## config.mk

```make
export PLATFORM = sky130hd
export DESIGN_NAME = slo_driver
export DESIGN_NICKNAME = d
export VERILOG_FILES = /design/src/verilog/slo_pkg.sv /design/src/verilog/slo_buf.sv /design/src/verilog/slo_driver.sv
export SDC_FILE = /design/constraint.sdc
export NUM_CORES = 1
export LEC_CHECK = 0
export BUFFER_PORTS_ARGS = -buffer_cell sky130_fd_sc_hd__buf_2
export CAP_MARGIN = 0
export CORE_MARGIN = 2
export CORE_UTILIZATION = 30
export CTS_CLUSTER_DIAMETER = 120
export DETAILED_ROUTE_END_ITERATION = 10
export HOLD_SLACK_MARGIN = 0.06
export SLEW_MARGIN = 20
export SYNTH_ARGS = -nofsm -noshare
export SYNTH_HDL_FRONTEND = slang
export SYNTH_SLANG_ARGS = --single-unit
```

## constraint.sdc

```tcl
create_clock -name ref_clk_in -period 3.5 [get_ports ref_clk_in]
set_input_delay 0.7 -clock ref_clk_in [delete_from_list [all_inputs] [get_ports ref_clk_in]]
set_output_delay 0.7 -clock ref_clk_in [all_outputs]
set_load 0.01 [all_outputs]
```

## src/verilog/slo_pkg.sv

```systemverilog
/*
 * slo_pkg: constants for the shift-latch sink output driver.
 * assumes a single 250 MHz system clock; external pins are asynchronous.
 */
`default_nettype none
package slo_pkg;
    localparam int CHANNELS        = 16;
    localparam int SYNC_STAGES     = 2;
    localparam int BUF_DEPTH       = 2;
    localparam int CLK_PERIOD_PS   = 4000;
    // cascade shift clock ceiling, MHz
    localparam int SHIFT_MAX_MHZ   = 15;
    localparam int SHIFT_MIN_PS    = 1000000 / SHIFT_MAX_MHZ;
    localparam int SHIFT_MIN_CYC   = (SHIFT_MIN_PS + CLK_PERIOD_PS - 1) / CLK_PERIOD_PS;
    localparam logic [15:0] SHIFT_RESET = 16'h0000;
    localparam logic [15:0] LATCH_RESET = 16'h0000;
    localparam logic [15:0] SINKS_OFF   = 16'h0000;
endpackage : slo_pkg
`default_nettype wire

```

## src/verilog/slo_buf.sv

```systemverilog
/*
 * slo_buf: two-entry valid/ready buffer carrying shifted words.
 * assumes producer and consumer on the same clock.
 */
`timescale 1ns/1ps
`default_nettype none
module slo_buf #(
    parameter int WIDTH = 16,
    parameter int DEPTH = 2
) (
    // clock and reset
    input  wire logic             clk_in,
    input  wire logic             rst_in,
    // fill side
    input  wire logic             in_valid_in,
    output logic                  in_ready_out,
    input  wire logic [WIDTH-1:0] in_data_in,
    // drain side
    output logic                  out_valid_out,
    input  wire logic             out_ready_in,
    output logic [WIDTH-1:0]      out_data_out
);
    localparam int AW = (DEPTH > 1) ? $clog2(DEPTH) : 1;
    logic [WIDTH-1:0] mem_reg [DEPTH];
    logic [AW-1:0]    wr_ptr_reg;
    logic [AW-1:0]    rd_ptr_reg;
    logic [AW:0]      count_reg;
    logic             push;
    logic             pop;

    function automatic logic [AW-1:0] slo_inc(input logic [AW-1:0] p);
        slo_inc = (p == AW'(DEPTH - 1)) ? '0 : p + 1'b1;
    endfunction : slo_inc

    assign in_ready_out  = (count_reg != (AW+1)'(DEPTH));
    assign out_valid_out = (count_reg != '0);
    assign push = in_valid_in && in_ready_out;
    assign pop  = out_valid_out && out_ready_in;
    assign out_data_out = mem_reg[rd_ptr_reg];

    always_ff @(posedge clk_in) begin
        if (push) begin
            mem_reg[wr_ptr_reg] <= in_data_in;
        end
    end

    always_ff @(posedge clk_in) begin
        if (rst_in) begin
            wr_ptr_reg <= '0;
            rd_ptr_reg <= '0;
            count_reg  <= '0;
        end else begin
            if (push) begin
                wr_ptr_reg <= slo_inc(wr_ptr_reg);
            end
            if (pop) begin
                rd_ptr_reg <= slo_inc(rd_ptr_reg);
            end
            count_reg <= count_reg + (AW+1)'(push) - (AW+1)'(pop);
        end
    end

    AST_NO_OVERFLOW: assert property (@(posedge clk_in) disable iff (rst_in)
        count_reg <= (AW+1)'(DEPTH))
        else $error("buffer count above depth");
endmodule : slo_buf
`default_nettype wire

```

## src/verilog/slo_driver.sv

```systemverilog
/*
 * slo_driver: 16-stage serial shift register, level latch, blanking gate.
 * assumes pins are asynchronous and sampled on ref_clk_in at 250 MHz;
 * analogue current setting is outside this logic.
 */
`timescale 1ns/1ps
`default_nettype none
module slo_driver #(
    parameter int CHANNELS = slo_pkg::CHANNELS
) (
    // clock and reset
    input  wire logic                ref_clk_in,
    input  wire logic                rst_in,
    // serial pins from controller
    input  wire logic                shift_data_in,
    input  wire logic                shift_clk_in,
    input  wire logic                latch_strobe_in,
    input  wire logic                blank_in,
    // outputs
    output logic [CHANNELS-1:0]      sink_outputs_out,
    output logic                     cascade_data_out,
    // diagnostics
    output logic                     shift_too_fast_out
);
    logic [slo_pkg::SYNC_STAGES-1:0] data_sync_reg;
    logic [slo_pkg::SYNC_STAGES-1:0] sclk_sync_reg;
    logic [slo_pkg::SYNC_STAGES-1:0] strb_sync_reg;
    logic [slo_pkg::SYNC_STAGES-1:0] blank_sync_reg;
    logic                            sclk_last_reg;
    logic                            shift_edge;
    logic [CHANNELS-1:0]             shift_reg;
    logic [CHANNELS-1:0]             shift_next;
    logic [CHANNELS-1:0]             latch_reg;
    logic [CHANNELS-1:0]             buf_data;
    logic                            buf_in_ready;
    logic                            buf_out_valid;
    logic [7:0]                      gap_cnt_reg;
    logic                            gap_seen_reg;

    // two flops on every pin; only the second flop feeds logic
    always_ff @(posedge ref_clk_in) begin
        if (rst_in) begin
            data_sync_reg  <= '0;
            sclk_sync_reg  <= '0;
            strb_sync_reg  <= '0;
            blank_sync_reg <= '1;
        end else begin
            data_sync_reg  <= {data_sync_reg[0], shift_data_in};
            sclk_sync_reg  <= {sclk_sync_reg[0], shift_clk_in};
            strb_sync_reg  <= {strb_sync_reg[0], latch_strobe_in};
            blank_sync_reg <= {blank_sync_reg[0], blank_in};
        end
    end

    always_ff @(posedge ref_clk_in) begin
        if (rst_in) begin
            sclk_last_reg <= 1'b0;
        end else begin
            sclk_last_reg <= sclk_sync_reg[1];
        end
    end

    // data sampled two flops late, matching the clock path delay
    assign shift_edge = sclk_sync_reg[1] && !sclk_last_reg;
    assign shift_next = {shift_reg[CHANNELS-2:0], data_sync_reg[1]};

    always_ff @(posedge ref_clk_in) begin
        if (rst_in) begin
            shift_reg <= slo_pkg::SHIFT_RESET;
        end else if (shift_edge) begin
            shift_reg <= shift_next;
        end
    end

    assign cascade_data_out = shift_reg[CHANNELS-1];

    // latch reads through the buffer: one cycle lag, both sides always ready
    slo_buf #(
        .WIDTH (CHANNELS),
        .DEPTH (slo_pkg::BUF_DEPTH)
    ) u_buf (
        .clk_in        (ref_clk_in),
        .rst_in        (rst_in),
        .in_valid_in   (1'b1),
        .in_ready_out  (buf_in_ready),
        .in_data_in    (shift_reg),
        .out_valid_out (buf_out_valid),
        .out_ready_in  (1'b1),
        .out_data_out  (buf_data)
    );

    // level sensitive: copies every cycle strobe is high, no edge needed
    always_ff @(posedge ref_clk_in) begin
        if (rst_in) begin
            latch_reg <= slo_pkg::LATCH_RESET;
        end else if (strb_sync_reg[1] && buf_out_valid) begin
            latch_reg <= buf_data;
        end
    end

    // blanking is registered; one cycle lag is far below pin delays
    always_ff @(posedge ref_clk_in) begin
        if (rst_in) begin
            sink_outputs_out <= slo_pkg::SINKS_OFF;
        end else if (blank_sync_reg[1]) begin
            sink_outputs_out <= slo_pkg::SINKS_OFF;
        end else begin
            sink_outputs_out <= latch_reg;
        end
    end

    // flags shift clock edges closer than the cascade limit
    always_ff @(posedge ref_clk_in) begin
        if (rst_in) begin
            gap_cnt_reg  <= '0;
            gap_seen_reg <= 1'b0;
            shift_too_fast_out <= 1'b0;
        end else if (shift_edge) begin
            gap_cnt_reg  <= '0;
            gap_seen_reg <= 1'b1;
            shift_too_fast_out <= gap_seen_reg &&
                (gap_cnt_reg < 8'(slo_pkg::SHIFT_MIN_CYC - 1));
        end else if (gap_cnt_reg != 8'hFF) begin
            gap_cnt_reg <= gap_cnt_reg + 8'h01;
        end
    end

    AST_SHIFT_MOVES: assert property (@(posedge ref_clk_in) disable iff (rst_in)
        shift_edge |=> shift_reg == $past(shift_next))
        else $error("shift register did not advance");
    AST_SHIFT_HOLDS: assert property (@(posedge ref_clk_in) disable iff (rst_in)
        !shift_edge |=> $stable(shift_reg))
        else $error("shift register moved without clock edge");
    AST_LATCH_PASS: assert property (@(posedge ref_clk_in) disable iff (rst_in)
        strb_sync_reg[1] && buf_out_valid |=> latch_reg == $past(shift_reg, 2))
        else $error("latch not transparent");
    AST_LATCH_HOLD: assert property (@(posedge ref_clk_in) disable iff (rst_in)
        !strb_sync_reg[1] |=> $stable(latch_reg))
        else $error("latch changed while held");
    AST_BLANK_OFF: assert property (@(posedge ref_clk_in) disable iff (rst_in)
        blank_sync_reg[1] |=> sink_outputs_out == slo_pkg::SINKS_OFF)
        else $error("sinks not off under blanking");
    AST_SINK_FOLLOW: assert property (@(posedge ref_clk_in) disable iff (rst_in)
        !blank_sync_reg[1] |=> sink_outputs_out == $past(latch_reg))
        else $error("sinks do not follow latch");
    AST_BIT_ORDER: assert property (@(posedge ref_clk_in) disable iff (rst_in)
        shift_edge |=> shift_reg[0] == $past(data_sync_reg[1]))
        else $error("newest bit not at output zero");
    AST_CASCADE: assert property (@(posedge ref_clk_in) disable iff (rst_in)
        shift_edge |=> cascade_data_out == $past(shift_reg[CHANNELS-2]))
        else $error("cascade output wrong stage");
    AST_BUF_FLOW: assert property (@(posedge ref_clk_in) disable iff (rst_in)
        buf_out_valid |-> buf_data == $past(shift_reg))
        else $error("buffer handshake broken");
endmodule : slo_driver
`default_nettype wire

```

==> results of run 1 <==
[critical path, stage by stage, from the launching register on]
cell	delay [ns]
dfxtp_1	0.99
mux2i_1	0.34
a211oi_1	0.11
[cell families (layout without fill, tap and decap cells)]
family,count (synthesis),after routing,synth area share (%)
flops,103,103,69.62
simple gates,77,77,12.07
fa+ha+maj,1,1,0.3656
buf+inv,16,42,2.815
mux,16,16,4.680
xor+xnor,1,1,0.2560
compound gates,46,46,10.20
[cell usage in the layout (no fill, tap or decap), drive strengths merged, types with 3 or more instances in the layout]
| cell | netlist | routed |
|---|---|---|
| nor3 | 9 | 9 |
| and3 | 3 | 3 |
| a211oi | 18 | 18 |
| a21oi | 5 | 5 |
| dfxtp | 71 | 71 |
| and2 | 18 | 18 |
| nand2 | 3 | 3 |
| nand3 | 3 | 3 |
| clkbuf | 2 | 10 |
| edfxtp | 32 | 32 |
| mux2i | 16 | 16 |
| nor2 | 23 | 23 |
| nor2b | 8 | 8 |
| a22o | 16 | 16 |
| inv | 2 | 7 |
| buf | 12 | 24 |
[worst min-delay path by stage]
stage                         to  depth (start not counted)
2_1_floorplan  blank_sync_reg[1]                          1
3_3_place_gp   blank_sync_reg[1]                          1
3_5_place_dp   blank_sync_reg[1]                          1
4_1_cts        blank_sync_reg[1]                          1
5_1_grt        blank_sync_reg[1]                          1
6_report       blank_sync_reg[1]                          1
[metal layers]
metal  vias up  global-route usage (%)
met5         -                       0
met4         0                   3.750
met3         8                   3.937
met2        39                   13.46
met1       863                   10.48
li1        990                       -
[synth_stat cells]
| master | count |
|---|---|
| buf_2 | 7 |
| nor4_1 | 1 |
| o21a_1 | 1 |
| clkbuf_2 | 1 |
| nand4_1 | 2 |
| edfxtp_1 | 32 |
| a21oi_1 | 5 |
| nor3b_1 | 1 |
| nand2_1 | 3 |
| buf_4 | 1 |
| xor2_1 | 1 |
| nor2_1 | 22 |
| or2_2 | 2 |
| nor3_1 | 9 |
| a211oi_1 | 18 |
| nor2b_1 | 8 |
| a41oi_1 | 1 |
| nand2b_1 | 2 |
| a31oi_1 | 2 |
| inv_1 | 1 |
| clkbuf_1 | 1 |
| mux2i_1 | 16 |
| ha_1 | 1 |
| o21ai_0 | 2 |
| and2_1 | 17 |
| and4_1 | 2 |
| buf_1 | 1 |
| a22o_1 | 16 |
| and3_1 | 3 |
| buf_6 | 3 |
| a32o_1 | 1 |
| and2_4 | 1 |
| nand3_1 | 3 |
| dfxtp_1 | 71 |
| nor2_2 | 1 |
| inv_2 | 1 |
[stage by stage]
stage | hold WS, ns | total power (W) | std cells | util [%] | setup slack, ns
floorplan | 0.3895 | 0.001375 | 260 | - | 1.874
global placement | 0.3962 | 0.001389 | 413 | 32.25 | 1.602
detailed placement | 0.3970 | 0.001392 | 413 | 32.25 | 1.571
CTS | 0.4039 | 0.002359 | 429 | 34.88 | 1.864
global route | 0.4160 | 0.002410 | 429 | 34.88 | 1.698
finish | 0.4039 | 0.002323 | 429 | 34.88 | 1.879
[report_power, final]
group | internal, W | switching, W | leakage (nW) | total, W
clock network | 0.000520 | 0.000440 | 0.148 | 0.000960
registers | 0.00126 | 0.0000234 | 0.908 | 0.00129
logic | 0.0000322 | 0.0000420 | 0.417 | 0.0000742
[area by class of cell]
cell class	count	area share [%]
inverter	2	0.1910
sequential	103	60.60
clock buffer	10	6.079
multi-input combinational	141	24.00
clock inverter	6	1.464
timing repair buffer	24	3.119
tap	143	4.551
==> summary.txt, run 1 <==
Timing
  • Slew margin rel.: 31.85%
  • Total Neg Setup Slack: 0 ns
  • Clock Skew: 0.007957 ns
  • Worst-Margin Slew: 1.021 ns
  • Fmax: 617.0 MHz
  • Minimum clock period: 1.621 ns
  • Final hold vios: 0
  • Setup repair after global routing missed its margin: no
  • Max Slew Vio Count: 0
  • Fin crit share: 46.31%
  • Setup violations, final: 0

Global routing
  • Aggregate global routing overflow: 0
  • GRT Overall Usage: 8.696%
  • Vias in the first global route: 1811
  • First-pass GRT wire length: 8528 µm
  • Largest net degree at the start of global routing: 33
  • Initial antenna violation count: 0

Clocking
  • CTS H-tree depth: 3
  • Total setup buffers inserted after CTS: 0
  • CTS tree: done
  • Clock buffer count from CTS: 9
  • Deepest clock path buffer count: 2
  • Post_cts resized: 0
  • Worst-path clk slew: 0.07 ns
  • Worst-Skew Late Latency: 0.34 ns
  • CTS sink cnt: 103
  • Post-CTS Hold Buffers: 0
  • Root Buffer: clkbuf_16

Outcome
  • Outcome: completed

Critical path
  • Worst endpoint required time: 3.67 ns
  • Crit end category: register
  • Kind of critical path: register to register
  • Reg-to-reg setup timing slack: 1.88 ns
  • Worst Setup Start Kind: register
  • Critical Path Fanout Max: 17
  • CP startpoint: u_buf.rd_ptr_reg
  • Worst r2r dst: latch_reg[15]
  • R2R depth: 2
  • CP endpoint: latch_reg[15]
  • Critical R2R Launch: u_buf.rd_ptr_reg
  • Crit path DAT: 1.79 ns

Final layout
  • Fraction of layout cells with a size suffix above 1: 15.73%
  • N_diodes: 0
  • Reg area: 2382 µm²
  • # nets final: 288
  • Fillers: 1090
  • Max FFs per register: 32
  • Final instance area: 3931 µm²
  • Area occupied by multi-input gates: 943.4 µm²
  • P&R area growth vs syn: 14.88%

Detailed routing
  • Post-DRT Antenna Nets: 0
  • DRT Pass-1 Iters: 4
  • Met3 WL: 344 µm
  • WL met2: 2295 µm
  • Average wire per standard cell: 11.71 µm
  • Top routing layer used: met4
  • Metal-1 WL: 2309 µm
  • # DRC: 0
  • 1st-iter DRT viols: 48
  • Routed WL: 5024 µm
  • Vias: 1900
  • Vias/cell: 4.429

Synth
  • Post-synth cell types: 36
  • Post-Syn Nets: 267
  • Share of Yosys cell area claimed by the top area cell type: 41.54%
  • Avg Inst Size Synth: 13.16 µm²
  • Mapped Area: 3422 µm²
  • Synth Instances: 260
  • Synth area leader: dfxtp_1
  • Synth area leaders: dfxtp_1 (42%), edfxtp_1 (28%), mux2i_1 (4.7%), a22o_1 (4.1%), a211oi_1 (3.9%)
  • Synth Warn #: 0
  • Yosys reg bits: 103
  • Register area share after synthesis: 69.62%

Floorplan
  • Row Count: 39
  • Die width: 110.8 µm
  • Die Y: 110.8 µm
  • Die Area: 12280 µm²
  • Initial Utilization: 30.36%
  • Top Ports: 24
  • Core ar.: 11270 µm²

Placed design
  • Gpl congestion: 0.6971
  • Post-DP Area: 3635 µm²
  • Hpwl dp: 3377 µm
  • Port bufs: 23

Worst hold path
  • Min-delay src: blank_sync_reg[0]
  • Worst hold path type: register to register

Pwr
  • VDD IR max: 0.2519 mV
  • Pleak: 1.473 nW
  • PD cells: 590.8 nW/µm²

Job
  • Max-cap violations: 0
Power figures use the tool's default switching activity.
==> run 2, diff against run 1 <==
- clock period: 3.5 -> 1.6 ns (I/O delays scaled with it)
==> run 2 against run 1 <==
  * Setup slack worse by 1.6 ns
  * Maximum frequency up 22%
  * Wire length up 2.3%
  * Power up 120%
  * Clock skew up 0.0010 ns
  * Cell count up 1.6%
  * Die area unchanged
  * Utilization up 0.52 points
  * Sequential cell count unchanged
  * Worst hold slack worse by 0.24 ns
  * Global-route usage down 0.054 points
  * Critical path type unchanged
  * Largest power group unchanged
  * Highest routed layer unchanged
==> summary.txt, run 2 (synthesis gave the netlist of run 1 again) <==
Global routing
  • First-pass GRT wire length: 8542 µm (+0.16%)
  • Largest net degree at the start of global routing: 33 (unchanged)
  • Initial antenna violation count: 0 (unchanged)
  • Aggregate global routing overflow: 0 (unchanged)
  • GRT Overall Usage: 8.642% (-0.054 points)
  • Vias in the first global route: 1795 (-0.88%)

Critical path
  • Slowest stage delay, CP: 0.35 ns (-0.64 ns)
  • CP cell instances: ha_1 -> and3_1 -> and3_1 -> nor3_1
  • Worst Setup Start Kind: register
  • Kind of critical path: register to register
  • Crit end category: register
  • Crit path DAT: 1.58 ns (-0.21 ns)
  • Most frequent CP cell: and3_1
  • Worst path slowest cell: dfxtp_1
  • Critical Path Fanout Max: 6 (-11)
  • Worst endpoint required time: 1.86 ns (-1.81 ns)

Timing
  • Setup repair after global routing missed its margin: no
  • Final setup slack of the worst path: 0.2732 ns (-1.606 ns)
  • Worst-Margin Slew: 0.3129 ns (-0.7080 ns)
  • Max Slew Vio Count: 0 (unchanged)
  • Setup violations, final: 0 (unchanged)
  • Fmax: 753.7 MHz (+22%)
  • Clock Skew: 0.008999 ns (+0.001041 ns)
  • Minimum clock period: 1.327 ns (-0.2940 ns)
  • Fin crit share: 82.92% (+37 points)
  • Slew margin rel.: 79.14% (+47 points)
  • Total Neg Setup Slack: 0 ns (unchanged)
  • Final hold vios: 0 (unchanged)

Final layout
  • # nets final: 295 (+2.4%)
  • Max FFs per register: 32 (unchanged)
  • Post-Route Utilization: 35.40% (+0.52 points)
  • P&R area growth vs syn: 16.60%
  • Most common cell after layout, fill and taps aside: dfxtp_1
  • Most frequent cells in the layout: dfxtp_1 (71), edfxtp_1 (32), buf_2 (23)
  • Fraction of layout cells with a size suffix above 1: 18.09% (+2.4 points)
  • N_diodes: 0 (unchanged)

Pwr
  • VDD IR max: 0.8396 mV (+230%)
  • PD cells: 1277 nW/µm² (+120%)
  • Pleak: 1.507 nW (+2.3%)
  • Design Power: 0.005097 W (+120%)

Floorplan
  • Die Y: 110.8 µm (unchanged)
  • Die width: 110.8 µm (unchanged)
  • Initial Utilization: 30.36% (unchanged)
  • Die Area: 12280 µm² (unchanged)
  • Row Count: 39 (unchanged)
  • Core ar.: 11270 µm² (unchanged)
  • Top Ports: 24 (unchanged)

Clocking
  • Root Buffer: clkbuf_16
  • Worst-path clk slew: 0.08 ns (about the same)
  • Post-CTS Hold Buffers: 0 (unchanged)
  • CTS sink cnt: 103 (unchanged)
  • Clock buffer count from CTS: 9 (unchanged)
  • CTS H-tree depth: 3 (unchanged)
  • CTS tree: done
  • Worst-Skew Late Latency: 0.34 ns (about the same)
  • Post_cts resized: 0 (unchanged)
  • Total setup buffers inserted after CTS: 0 (unchanged)
  • Deepest clock path buffer count: 2 (unchanged)

Detailed routing
  • Routed WL: 5142 µm (+2.3%)
  • DRT Pass-1 Iters: 4 (unchanged)
  • Post-DRT Antenna Nets: 0 (unchanged)
  • Vias: 1938 (+2.0%)
  • 1st-iter DRT viols: 93 (+94%)
  • # DRC: 0 (unchanged)
  • Vias/cell: 4.445 (+0.36%)
  • Average wire per standard cell: 11.79 µm (+0.71%)

Placed design
  • Port bufs: 23 (unchanged)
  • Gpl congestion: 0.6991 (+0.29%)
  • Hpwl dp: 3461 µm (+2.5%)
  • Dpl ws: 0.3037 ns (-1.267 ns)

Outcome
  • Outcome: completed

Job
  • Max-cap violations: 0 (unchanged)

Worst hold path
  • Worst hold path type: input pin to register
run 2: cell count changes in the layout (fill, tap and decap cells not counted), sizes merged:
cell      delta
buf          +7
clkbuf       -1
clkinv       +2
clkinvlp     +1
inv          -2
run 2: power breakdown:
part	internal, W	leakage [nW]	switching (W)
clock	0.00111	0.144	0.00100
sequential	0.00276	0.908	0.0000305
combinational	0.0000798	0.455	0.000115
run 2: critical path, delay by kind of cell (launching register included):
family | cells | cell delay [ns]
DFF | 1 | 0.35
adders and majority gates | 1 | 0.28
and+or+nand+nor | 3 | 0.61
run 2: stage by stage:
step,std cells,hold slack [ns],cell area [µm²]
6_report,436,0.1590,3990
5_1_grt,436,0.1532,3990
4_1_cts,436,0.1483,3990
3_5_place_dp,420,0.3986,3690
3_3_place_gp,420,0.3939,3690
2_1_floorplan,260,0.3895,3425
run 2: final cells by class:
cell class	count	area, µm²
Sequential cell	103	2382
Timing Repair Buffer	31	175.2
Clock inverter	7	75.07
Inverter	2	7.507
Multi-Input combinational cell	141	945.9
Tap cell	143	178.9
Fill cell	1099	7282
Clock buffer	9	225.2
run 2: per-layer routing:
layer | global-route usage, % | wire [µm] | up-vias
met2 | 13.62 | 2384 | 34
met4 | 3.250 | 51 | 0
met3 | 4.101 | 296 | 4
li1 | - | - | 1003
met1 | 10.28 | 2409 | 897
met5 | 0 | 0 | -
run 2: final timing paths:
kind | start | to | slack (ns) | depth (start not counted)
worst max-delay path | gap_cnt_reg[0] | gap_cnt_reg[4] | 0.27 | 4
worst min register to register | blank_sync_reg[0] | blank_sync_reg[1] | 0.42 | 1
worst max register to register | gap_cnt_reg[0] | gap_cnt_reg[4] | 0.27 | 4
worst min-delay path | blank_in | blank_sync_reg[0] | 0.16 | 2
